==> src/ebpwm_regs.svh <==
// Register offsets, field codes, reset values and timing counts of the PWM unit
`ifndef EBPWM_REGS_SVH
`define EBPWM_REGS_SVH

// -----------------------------------------------------------------
// Register byte offsets
// -----------------------------------------------------------------
`define EBPWM_OFF_CTRL    8'h00
`define EBPWM_OFF_DUTYLO  8'h04
`define EBPWM_OFF_DUTYWK  8'h08
`define EBPWM_OFF_PERLIM  8'h0C
`define EBPWM_OFF_PERTMR  8'h10
`define EBPWM_OFF_TCTL    8'h14
`define EBPWM_OFF_DBAND   8'h18
`define EBPWM_OFF_CAPCTL  8'h1C
`define EBPWM_OFF_CAPA    8'h20
`define EBPWM_OFF_CAPB    8'h24
`define EBPWM_OFF_STAT    8'h28

// -----------------------------------------------------------------
// Field codes and reset values
// -----------------------------------------------------------------
`define EBPWM_CFG_SINGLE  2'h0
`define EBPWM_CFG_FWD     2'h1
`define EBPWM_CFG_HALF    2'h2
`define EBPWM_CFG_REV     2'h3
`define EBPWM_MODE_OFF    4'h0
`define EBPWM_MODE_SPEVT  4'hB
`define EBPWM_MODE_PWMHI  2'h3
`define EBPWM_PRE_1       2'h0
`define EBPWM_PRE_4       2'h1
`define EBPWM_DIV_1       4'h0
`define EBPWM_DIV_4       4'h3
`define EBPWM_DIV_16      4'hF
`define EBPWM_CLAIM_ONE   4'h1
`define EBPWM_CLAIM_TWO   4'h3
`define EBPWM_CLAIM_ALL   4'hF
`define EBPWM_RST_BYTE    8'h00
`define EBPWM_RST_WORD    16'h0000

// -----------------------------------------------------------------
// Timing: oscillator period and instruction cycle
// -----------------------------------------------------------------
`define EBPWM_CLK_NS      10
`define EBPWM_TCY_NS      40
`define EBPWM_TCY_CLKS    (`EBPWM_TCY_NS / `EBPWM_CLK_NS)
`define EBPWM_TCY_LAST    2'(`EBPWM_TCY_CLKS - 1)

`endif

==> src/ebpwm_pkg.sv <==
// Types shared by the enhanced bridge PWM unit
package ebpwm_pkg;

   // Bus data-phase tracking
   typedef enum logic [1:0] {BUS_IDLE, BUS_WRITE, BUS_READ} ebpwm_bus_t;

   // PWM run state
   typedef enum logic [1:0] {UNIT_OFF, UNIT_ARMED, UNIT_RUN} ebpwm_unit_t;

   // Unit control register layout
   typedef struct packed {
      logic [1:0] outCfg;
      logic [1:0] dutyLsb;
      logic [3:0] mode;
   } ebpwm_ctrl_t;

   // Period timer control register layout
   typedef struct packed {
      logic [3:0] postscale;
      logic       on;
      logic [1:0] prescale;
   } ebpwm_tctl_t;

endpackage

==> src/ebpwm_top.sv <==
// Enhanced bridge PWM unit with AHB-Lite register slave
//
// Behaviour
// - Special-event compare clears the selected 16-bit capture timer.
// - Capture timers serve compare; the 8-bit period timer serves PWM.
// - Duty, config and polarity shadows load only at the period boundary.
// - Dead-band working copy loads at duty or period boundary.
// - Once enabled, PWM waits for the period timer to wrap.
// - Period is (limit+1) x 4 clocks x prescale of 1, 4 or 16.
// - At limit match: clear timer, set output unless 0%, load duty.
// - Postscaler divides only an update event, never the PWM rate.
// - Duty is 10 bits: low register high bits, control bits 5:4.
// - High time is duty x one clock x prescale.
// - Duty writes anytime; working copy loads at match, read-only in PWM mode.
// - Output clears when working duty equals timer with phase bits.
// - Duty beyond the period never clears the output.
// - Config 00 single, 10 half, 01 full forward, 11 full reverse.
// - Pins claimed: single A, half A and B, full all four.
// - Half-bridge drives PWM on A and its complement on B.
// - Half-bridge inactive-to-active edges delayed by count instruction cycles.
// - Delay longer than active span keeps that output inactive.
// - Forward: A on, D modulated; reverse: C on, B modulated.
// - Software picks active-high or active-low through mode bits.
// - Mode bit 1 sets A/C polarity, bit 0 sets B/D polarity.
// - Mode code 0000 turns the unit off and resets it.
`timescale 1ns/100ps
`include "ebpwm_regs.svh"

module ebpwm_top
   import ebpwm_pkg::*;
(
   // Clock and reset
   input  wire logic        clk_sys,
   input  wire logic        reset_n,
   // AHB-Lite slave
   input  wire logic        hsel,
   input  wire logic [31:0] haddr,
   input  wire logic [1:0]  htrans,
   input  wire logic        hwrite,
   input  wire logic [2:0]  hsize,
   input  wire logic        hready,
   input  wire logic [31:0] hwdata,
   output logic      [31:0] hrdata,
   output logic             hreadyout,
   output logic             hresp,
   // Bridge outputs and their drive enables
   output logic             bridgeOutA,
   output logic             bridgeOutB,
   output logic             bridgeOutC,
   output logic             bridgeOutD,
   output logic             bridgeOeA,
   output logic             bridgeOeB,
   output logic             bridgeOeC,
   output logic             bridgeOeD,
   // Postscaled period-match event
   output logic             updatePulse
);

   // ----------------------------------------------------------------
   // Bus slave
   // ----------------------------------------------------------------
   ebpwm_bus_t  busSt;
   ebpwm_bus_t  next_busSt;
   logic [7:0]  addrQ;
   logic [7:0]  next_addrQ;
   logic [31:0] next_hrdata;
   logic        next_hreadyout;
   logic        wrEn;
   logic [31:0] rdMux;

   // Registers and core state
   ebpwm_ctrl_t ctrl;
   ebpwm_ctrl_t next_ctrl;
   ebpwm_tctl_t tctl;
   ebpwm_tctl_t next_tctl;
   ebpwm_unit_t unitSt;
   ebpwm_unit_t next_unitSt;
   logic [7:0]  dutyLow;
   logic [7:0]  next_dutyLow;
   logic [7:0]  dutyWorkHi;
   logic [7:0]  next_dutyWorkHi;
   logic [1:0]  dutyLatch;
   logic [1:0]  next_dutyLatch;
   logic [7:0]  perLim;
   logic [7:0]  next_perLim;
   logic [7:0]  perTmr;
   logic [7:0]  next_perTmr;
   logic [6:0]  dbCount;
   logic [6:0]  next_dbCount;
   logic [6:0]  dbWork;
   logic [6:0]  next_dbWork;
   logic [1:0]  capCtl;
   logic [1:0]  next_capCtl;
   logic [15:0] capA;
   logic [15:0] next_capA;
   logic [15:0] capB;
   logic [15:0] next_capB;
   logic [1:0]  shCfg;
   logic [1:0]  next_shCfg;
   logic [1:0]  shPol;
   logic [1:0]  next_shPol;
   logic [3:0]  divCnt;
   logic [3:0]  next_divCnt;
   logic [1:0]  subCnt;
   logic [1:0]  next_subCnt;
   logic [1:0]  qCnt;
   logic [1:0]  next_qCnt;
   logic        pwmRaw;
   logic        next_pwmRaw;
   logic [8:0]  dlyA;
   logic [8:0]  next_dlyA;
   logic [8:0]  dlyB;
   logic [8:0]  next_dlyB;
   logic [3:0]  postCnt;
   logic [3:0]  next_postCnt;

   // Derived terms and output next values
   logic        isPwm;
   logic        run;
   logic [3:0]  divLast;
   logic        stepEn;
   logic        subWrap;
   logic        boundary;
   logic        dutyHit;
   logic        tcyTick;
   logic [9:0]  newDuty;
   logic [15:0] cmpVal;
   logic [1:0]  cfgUse;
   logic [1:0]  polUse;
   logic [3:0]  act;
   logic [3:0]  claim;
   logic [3:0]  next_out;
   logic [3:0]  next_oe;
   logic        next_update;

   // Register read multiplexer
   always_comb begin
      unique case (addrQ)
         `EBPWM_OFF_CTRL:   rdMux = {24'h000000, ctrl};
         `EBPWM_OFF_DUTYLO: rdMux = {24'h000000, dutyLow};
         `EBPWM_OFF_DUTYWK: rdMux = {24'h000000, dutyWorkHi};
         `EBPWM_OFF_PERLIM: rdMux = {24'h000000, perLim};
         `EBPWM_OFF_PERTMR: rdMux = {24'h000000, perTmr};
         `EBPWM_OFF_TCTL:   rdMux = {25'h0000000, tctl};
         `EBPWM_OFF_DBAND:  rdMux = {25'h0000000, dbCount};
         `EBPWM_OFF_CAPCTL: rdMux = {30'h00000000, capCtl};
         `EBPWM_OFF_CAPA:   rdMux = {16'h0000, capA};
         `EBPWM_OFF_CAPB:   rdMux = {16'h0000, capB};
         `EBPWM_OFF_STAT:   rdMux = {29'h00000000, pwmRaw,
                                     unitSt == UNIT_ARMED,
                                     unitSt == UNIT_RUN};
         default:           rdMux = 32'h00000000;
      endcase
   end

   // Bus phase tracking; reads take one wait state
   always_comb begin
      next_busSt     = BUS_IDLE;
      next_addrQ     = addrQ;
      next_hrdata    = hrdata;
      next_hreadyout = 1'b1;
      if (busSt == BUS_READ) begin
         next_hrdata = rdMux;
      end else if (hready && hsel && htrans[1]) begin
         next_addrQ = haddr[7:0];
         if (hwrite) begin
            next_busSt = BUS_WRITE;
         end else begin
            next_busSt     = BUS_READ;
            next_hreadyout = 1'b0;
         end
      end
   end

   assign wrEn = (busSt == BUS_WRITE);

   // Bus registers
   always_ff @(posedge clk_sys or negedge reset_n) begin
      if (!reset_n) begin
         busSt     <= BUS_IDLE;
         addrQ     <= `EBPWM_RST_BYTE;
         hrdata    <= 32'h00000000;
         hreadyout <= 1'b1;
         hresp     <= 1'b0;
      end else begin
         busSt     <= next_busSt;
         addrQ     <= next_addrQ;
         hrdata    <= next_hrdata;
         hreadyout <= next_hreadyout;
         hresp     <= 1'b0;
      end
   end

   // ----------------------------------------------------------------
   // Time base and PWM core
   // ----------------------------------------------------------------
   assign isPwm   = (ctrl.mode[3:2] == `EBPWM_MODE_PWMHI);
   assign run     = (unitSt == UNIT_RUN);
   assign divLast = (tctl.prescale == `EBPWM_PRE_1) ? `EBPWM_DIV_1 :
                    (tctl.prescale == `EBPWM_PRE_4) ? `EBPWM_DIV_4 :
                    `EBPWM_DIV_16;
   assign stepEn   = tctl.on && (divCnt == divLast);
   assign subWrap  = stepEn && (subCnt == 2'h3);
   assign boundary = subWrap && (perTmr == perLim);
   // Clear as the count steps onto the duty; beyond the period never
   assign dutyHit  = run && stepEn &&
                     ({1'b0, perTmr, subCnt} + 11'h001 ==
                      {1'b0, dutyWorkHi, dutyLatch});
   assign tcyTick  = (qCnt == `EBPWM_TCY_LAST);
   assign newDuty  = {dutyLow, ctrl.dutyLsb};
   assign cmpVal   = {dutyWorkHi, dutyLow};

   // Next values of registers, timers and PWM state
   always_comb begin
      next_ctrl       = ctrl;
      next_tctl       = tctl;
      next_unitSt     = unitSt;
      next_dutyLow    = dutyLow;
      next_dutyWorkHi = dutyWorkHi;
      next_dutyLatch  = dutyLatch;
      next_perLim     = perLim;
      next_perTmr     = perTmr;
      next_dbCount    = dbCount;
      next_dbWork     = dbWork;
      next_capCtl     = capCtl;
      next_capA       = capA;
      next_capB       = capB;
      next_shCfg      = shCfg;
      next_shPol      = shPol;
      next_pwmRaw     = pwmRaw;
      next_postCnt    = postCnt;
      next_qCnt       = qCnt + 2'h1;
      next_divCnt     = stepEn ? 4'h0 : divCnt + 4'h1;
      next_subCnt     = stepEn ? subCnt + 2'h1 : subCnt;
      next_update     = 1'b0;
      if (!tctl.on) begin
         next_divCnt = 4'h0;
      end
      // Period timer; postscaler only paces the update event
      if (subWrap) begin
         next_perTmr = boundary ? 8'h00 : perTmr + 8'h01;
      end
      if (boundary) begin
         next_postCnt = postCnt + 4'h1;
         if (postCnt == tctl.postscale) begin
            next_postCnt = 4'h0;
            next_update  = 1'b1;
         end
      end
      // Capture timers count instruction cycles
      if (capCtl[1] && tcyTick) begin
         next_capA = capA + 16'h0001;
         next_capB = capB + 16'h0001;
      end
      // Special event makes the compare value a 16-bit period
      if (ctrl.mode == `EBPWM_MODE_SPEVT) begin
         if (!capCtl[0] && capA == cmpVal) begin
            next_capA = `EBPWM_RST_WORD;
         end
         if (capCtl[0] && capB == cmpVal) begin
            next_capB = `EBPWM_RST_WORD;
         end
      end
      // Run state and shadow loads
      unique case (unitSt)
         UNIT_OFF: begin
            if (isPwm) begin
               next_unitSt = UNIT_ARMED;
            end
         end
         UNIT_ARMED: begin
            if (!isPwm) begin
               next_unitSt = UNIT_OFF;
            end else if (boundary) begin
               next_unitSt = UNIT_RUN;
            end
         end
         UNIT_RUN: begin
            if (!isPwm) begin
               next_unitSt = UNIT_OFF;
               next_pwmRaw = 1'b0;
            end
         end
      endcase
      if (isPwm && boundary) begin
         next_dutyWorkHi = newDuty[9:2];
         next_dutyLatch  = newDuty[1:0];
         next_shCfg      = ctrl.outCfg;
         next_shPol      = ctrl.mode[1:0];
         next_dbWork     = dbCount;
         next_pwmRaw     = (newDuty != 10'h000);
      end else if (dutyHit) begin
         next_pwmRaw  = 1'b0;
         next_dbWork  = dbCount;
      end
      // Dead-band counters in clocks, four per instruction cycle;
      // counting clocks keeps the gap from shrinking with the phase
      next_dlyA = dlyA;
      next_dlyB = dlyB;
      if (!pwmRaw) begin
         next_dlyA = 9'h000;
      end else if (dlyA < {dbWork, 2'b00}) begin
         next_dlyA = dlyA + 9'h001;
      end
      if (pwmRaw || !run) begin
         next_dlyB = 9'h000;
      end else if (dlyB < {dbWork, 2'b00}) begin
         next_dlyB = dlyB + 9'h001;
      end
      // Software writes win over hardware updates, save the off-code clear of dutyWorkHi
      if (wrEn) begin
         unique case (addrQ)
            `EBPWM_OFF_CTRL:   next_ctrl    = hwdata[7:0];
            `EBPWM_OFF_DUTYLO: next_dutyLow = hwdata[7:0];
            `EBPWM_OFF_DUTYWK: begin
               if (!isPwm) begin
                  next_dutyWorkHi = hwdata[7:0];
               end
            end
            `EBPWM_OFF_PERLIM: next_perLim  = hwdata[7:0];
            `EBPWM_OFF_PERTMR: next_perTmr  = hwdata[7:0];
            `EBPWM_OFF_TCTL:   next_tctl    = hwdata[6:0];
            `EBPWM_OFF_DBAND:  next_dbCount = hwdata[6:0];
            `EBPWM_OFF_CAPCTL: next_capCtl  = hwdata[1:0];
            `EBPWM_OFF_CAPA:   next_capA    = hwdata[15:0];
            `EBPWM_OFF_CAPB:   next_capB    = hwdata[15:0];
            default: ;
         endcase
      end
      // Off code returns the unit to its reset state
      if (ctrl.mode == `EBPWM_MODE_OFF) begin
         next_unitSt     = UNIT_OFF;
         next_pwmRaw     = 1'b0;
         next_dutyWorkHi = `EBPWM_RST_BYTE;
         next_dutyLatch  = 2'h0;
         next_dbWork     = 7'h00;
         next_shCfg      = `EBPWM_CFG_SINGLE;
         next_shPol      = 2'h0;
         next_dlyA       = 9'h000;
         next_dlyB       = 9'h000;
      end
   end

   // Core registers
   always_ff @(posedge clk_sys or negedge reset_n) begin
      if (!reset_n) begin
         ctrl       <= `EBPWM_RST_BYTE;
         tctl       <= 7'h00;
         unitSt     <= UNIT_OFF;
         dutyLow    <= `EBPWM_RST_BYTE;
         dutyWorkHi <= `EBPWM_RST_BYTE;
         dutyLatch  <= 2'h0;
         perLim     <= `EBPWM_RST_BYTE;
         perTmr     <= `EBPWM_RST_BYTE;
         dbCount    <= 7'h00;
         dbWork     <= 7'h00;
         capCtl     <= 2'h0;
         capA       <= `EBPWM_RST_WORD;
         capB       <= `EBPWM_RST_WORD;
         shCfg      <= `EBPWM_CFG_SINGLE;
         shPol      <= 2'h0;
         divCnt     <= 4'h0;
         subCnt     <= 2'h0;
         qCnt       <= 2'h0;
         pwmRaw     <= 1'b0;
         dlyA       <= 9'h000;
         dlyB       <= 9'h000;
         postCnt    <= 4'h0;
      end else begin
         ctrl       <= next_ctrl;
         tctl       <= next_tctl;
         unitSt     <= next_unitSt;
         dutyLow    <= next_dutyLow;
         dutyWorkHi <= next_dutyWorkHi;
         dutyLatch  <= next_dutyLatch;
         perLim     <= next_perLim;
         perTmr     <= next_perTmr;
         dbCount    <= next_dbCount;
         dbWork     <= next_dbWork;
         capCtl     <= next_capCtl;
         capA       <= next_capA;
         capB       <= next_capB;
         shCfg      <= next_shCfg;
         shPol      <= next_shPol;
         divCnt     <= next_divCnt;
         subCnt     <= next_subCnt;
         qCnt       <= next_qCnt;
         pwmRaw     <= next_pwmRaw;
         dlyA       <= next_dlyA;
         dlyB       <= next_dlyB;
         postCnt    <= next_postCnt;
      end
   end

   // ----------------------------------------------------------------
   // Output steering
   // ----------------------------------------------------------------
   assign cfgUse = run ? shCfg : ctrl.outCfg;
   assign polUse = run ? shPol : ctrl.mode[1:0];

   // Active levels per configuration, then pin claims and polarity
   always_comb begin
      act = 4'h0;
      if (run) begin
         unique case (shCfg)
            `EBPWM_CFG_SINGLE: act = {3'h0, pwmRaw};
            `EBPWM_CFG_HALF: begin
               act[0] = pwmRaw && dlyA >= {dbWork, 2'b00};
               act[1] = !pwmRaw && dlyB >= {dbWork, 2'b00};
            end
            `EBPWM_CFG_FWD: act = {pwmRaw, 2'h0, 1'b1};
            `EBPWM_CFG_REV: act = {1'b0, 1'b1, pwmRaw, 1'b0};
         endcase
      end
      unique case (cfgUse)
         `EBPWM_CFG_SINGLE: claim = `EBPWM_CLAIM_ONE;
         `EBPWM_CFG_HALF:   claim = `EBPWM_CLAIM_TWO;
         `EBPWM_CFG_FWD,
         `EBPWM_CFG_REV:    claim = `EBPWM_CLAIM_ALL;
      endcase
      next_oe = (isPwm && unitSt != UNIT_OFF) ? claim : 4'h0;
      // Inversion after dead band; idle pins are held low whatever the polarity
      next_out = next_oe & (act ^ {polUse[0], polUse[1],
                                   polUse[0], polUse[1]});
   end

   // Output flip-flops
   always_ff @(posedge clk_sys or negedge reset_n) begin
      if (!reset_n) begin
         {bridgeOutD, bridgeOutC, bridgeOutB, bridgeOutA} <= 4'h0;
         {bridgeOeD, bridgeOeC, bridgeOeB, bridgeOeA}     <= 4'h0;
         updatePulse <= 1'b0;
      end else begin
         {bridgeOutD, bridgeOutC, bridgeOutB, bridgeOutA} <= next_out;
         {bridgeOeD, bridgeOeC, bridgeOeB, bridgeOeA}     <= next_oe;
         updatePulse <= next_update;
      end
   end

endmodule

==> config.mk <==
export PLATFORM = sky130hd
export DESIGN_NAME = ebpwm_top
export DESIGN_NICKNAME = d
export VERILOG_FILES = /design/src/ebpwm_pkg.sv /design/src/ebpwm_top.sv
export VERILOG_INCLUDE_DIRS = /design/src
export SDC_FILE = /design/constraint.sdc
export NUM_CORES = 1
export LEC_CHECK = 0
export BUFFER_PORTS_ARGS = -buffer_cell sky130_fd_sc_hd__clkbuf_2
export CAP_MARGIN = 20
export CORE_UTILIZATION = 38
export DETAILED_ROUTE_END_ITERATION = 7
export GPL_TIMING_DRIVEN = 1
export HOLD_SLACK_MARGIN = 0.15
export SKIP_LAST_GASP = 1
export SYNTH_ARGS = -nofsm -noshare
export SYNTH_HDL_FRONTEND = slang
export SYNTH_SLANG_ARGS = --single-unit
==> constraint.sdc <==
create_clock -name clk_sys -period 2.1 [get_ports clk_sys]
set_input_delay 0.105 -clock clk_sys [delete_from_list [all_inputs] [get_ports clk_sys]]
set_output_delay 0.105 -clock clk_sys [all_outputs]
set_load 0.02 [all_outputs]
==> key figures <==
Floorplan
  – Placement row count: just under 60
  – Die Y: 165 microns
  – Ports: 117
  – Die W: 165 microns
  – Core area: between 20000 and 30000 sq um
  – Die area: about 27000 sq um
  – Starting density of the core: between 30% and 40%

STA
  – Slew Limit Fails: 0
  – Final WS setup: -3.49 ps
  – Pin slew with the least headroom to its limit: roughly 640 ps
  – Worst-case clock skew: 20.2 ps
  – Final cycle utilization of the critical path: 100%
  – Worst Hold Slack: 168 ps
  – Final Hold Viols: 0
  – Rel. slew slack: 57.5%
  – Shortest period the worst path allows: roughly 2100 ps
  – Final setup violation count: 1
  – RSZ-0062 raised after global routing: true
  – Peak Freq: roughly 0.48 GHz

Synthesis
  – Synth Area in Simple Gates: 17.3%
  – Syn avg cell area: approximately 9.5 sq um
  – Yosys reg bits: 169
  – Post-synth EDFFs: 0
  – Distinct cells, synth: 75
  – Synth area leader: dfrtp_1
  – Compound-gate portion of the synthesized area: between 10 and 15%
  – Top FF cell, synth: dfrtp_1
  – Post-synth ARST share: 100%
  – Top cells by area, synth: dfrtp_1 (42%), xnor2_1 (5.9%), nand2_1 (5.7%)
  – Post-Synth XOR/XNOR Area: 9.49%
  – Top cell type's share of synthesized area: 41.8%
  – Post-Syn Area: between 10000 and 15000 sq um
  – Post-synthesis sequential area ratio: between 40 and 50%
  – Mux cell area share after synthesis: 8.40%
  – Adder-cell area share of the yosys netlist: about 3.5%
  – Yosys warns: 0
  – Main combinational cell family by area after synthesis: simple AND/OR/NAND/NOR gates
  – Mapped Cells: 1059

Setup path
  – Crit path cell chain: or3_4 > a211oi_2 > buf_4 > o211ai_1 > nor2_1 > nor3_1 > or3_1
  – Worst EP required: approximately 2400 ps
  – WS Path Type: reg -> reg
  – Worst r2r path cells: 7
  – WP buf/inv: 1
  – Crit. path cell count: 7
  – Critical path data arrival time: around 2400 ps
  – Largest stage delay on the critical path: 420 ps
  – Critical Path Source Type: register
  – Crit end category: register
  – Maximum fanout along the worst path: 4
  – Crit-path slowest cell: or3_4
  – Top Family by Delay on Critical Path: simple AND/OR/NAND/NOR gates
  – R2r setup slk: -3 ps

Placement
  – Placed Cells: around 1500
  – Port bufs: 55
  – Routability congestion estimate: a little under 1
  – Dpl ws: -18.0 ps
  – HPWL after detailed placement: about 21000 microns

Clock network
  – H-tree lvl count: 4
  – Clock sink count: between 150 and 200
  – CTS clock-pin slew for the worst setup and hold paths: 80 ps
  – CTS tree: done
  – Clock Path Buffers: 2
  – Clock Latency Late Sink: between 400 and 500 ps
  – Root buf cell: clkbuf_16
  – Total CTS buffers: 17

Layout
  – Layout area overhead: 24.1%
  – Most common cell after layout, fill and taps aside: dfrtp_1
  – # diodes: 0
  – Most frequent cells in the layout: dfrtp_1 (165), nand2_1 (150), buf_4 (109), o21ai_0 (77), xnor2_1 (66)
  – Layout cells sized above 1: a little over a quarter
  – Final Non-Filler Cells: between 1500 and 2000
  – Final core occ: between 40 and 50%
  – Fill count: 2451
  – Nets: roughly 1300

Routing
  – Final WL: between 20000 and 30000 microns
  – Initial DRC count: 593
  – Drt first pass iters: 8
  – M1 WL: 13300 microns
  – Via Count: approximately 8600
  – Residual DRC count: 2
  – Via/cell ratio: about 5.5
  – Highest routed layer: met4
  – Post-DRT Antenna Nets: 0
  – Met3 wire length: between 1500 and 2000 microns
  – Avg WL per Cell: 19.0 microns
  – Met2 routed WL: approximately 14000 microns

Pwr
  – Switching pwr: ~3800 uW
  – Switching share of power: around 36%
  – Leakage power: 0.00530 uW
  – Clk pwr share: a little over 30%
  – P_int: 6710 uW
  – VDD IR max: approximately 0.55 mV
  – Power per cell area: 843 nW/um^2
  – Power share of the combinational group: about 28%
  – Seq pwr share: roughly two fifths

Worst hold path
  – Class of the worst hold path: in -> async

Global routing
  – Vias in the first global route: roughly 8300
  – Largest net degree at the start of global routing: between 60 and 70
  – Total track usage: between 20% and 30%
  – First-pass GRT wire length: between 40000 and 50000 microns
  – Initial antenna violation count: 0
  – Total grt overflow: 0

Run status
  – Status: complete, but fails checks
  – Failing checks: design-rule violations, negative setup slack

Run
  – Maxcap violations: 0
-- repair_timing --
| item | in CTS | in global routing |
|---|---|---|
| hold endpoints to repair | 219 | 0 |
| resized for setup | 9 | 50 |
| cloned | 0 | 1 |
| setup endpoints to repair | 12 | 89 |
| buffers inserted | 1 | 4 |
| pin swaps | 3 | 13 |
| hold buffers | 26 | 0 |
-- through the flow --
stage / setup TNS [ps] / total power [uW] / area (sq um)
after CTS: -18.0 / 10400 / 12200
after global placement: 0 / 7080 / 11300
after floorplan: -198 / 6000 / 10200
final: -3.49 / 10500 / 12500
after global routing: -1300 / 11000 / 12500
after detailed placement: -60.3 / 7140 / 11300
-- final timing paths --
kind | from | end
max | divCnt[1]$_DFF_PN0_ | pwmRaw$_DFFE_PN0P_
min | reset_n | shPol[1]$_DFFE_PN0P_
max reg2reg | divCnt[1]$_DFF_PN0_ | pwmRaw$_DFFE_PN0P_
min reg2reg | qCnt[0]$_DFF_PN0_ | qCnt[0]$_DFF_PN0_
max in group asynchronous | reset_n | hreadyout$_DFF_PN1_
min in group clk_sys | hsel | busSt[1]$_DFF_PN0_
-- cell usage after synthesis, types with 25 or more instances --
library cell and instances:
nand2_1 152, xnor2_1 68, nor2_1 59, inv_1 28, o21ai_0 81, a21oi_1 28
xor2_1 41, ha_1 28, mux2_2 47, nand3_1 25, mux2i_1 27, nand4_1 25
dfrtp_1 168, clkbuf_1 39
-- state kept, by name, indices dropped and copies added, names as in the netlist, 4 cells and up --
register,count
ctrl,8
perTmr,8
dutyLow,8
postCnt,4
dbCount,7
hrdata,16
capB,16
dlyB,9
dlyA,9
addrQ,8
divCnt,4
perLim,8
capA,16
dbWork,7
dutyWorkHi,8
tctl,7
-- power groups by stage --
stage / clock network [uW] / logic (uW) / registers, uW
finish: 3240 / 2940 / 4350
global route: 3430 / 3210 / 4390
CTS: 3290 / 2830 / 4330
detailed placement: 0 / 2750 / 4390
global placement: 0 / 2710 / 4370
floorplan: 0 / 1910 / 4090
-- cell families after synthesis --
kind of cell	Yosys count
multiplexers	76
adder cells (fa/ha/maj)	28
XOR/XNOR	109
buffers and inverters	107
other	1
flip-flops	169
AO/OA/AOI/OAI	212
AND/OR/NAND/NOR	357
-- layout make-up --
cell class	instances	area (sq um)	share of cell area [%]
clock buffers	17	425	3.41
clock inverters	15	195	1.56
inverters	28	105	0.842
multi-input cells	799	5680	45.5
flip-flops and latches	169	4230	33.9
well taps	335	419	3.36
repair buffers	195	1420	11.4
-- routing by layer --
metal	track usage [%]	vias to the layer above
met5	0	-
met4	8.88	0
met3	3.72	64
met2	35.8	274
met1	30.6	4206
li1	-	4015
(Power assumes the default switching activity.)
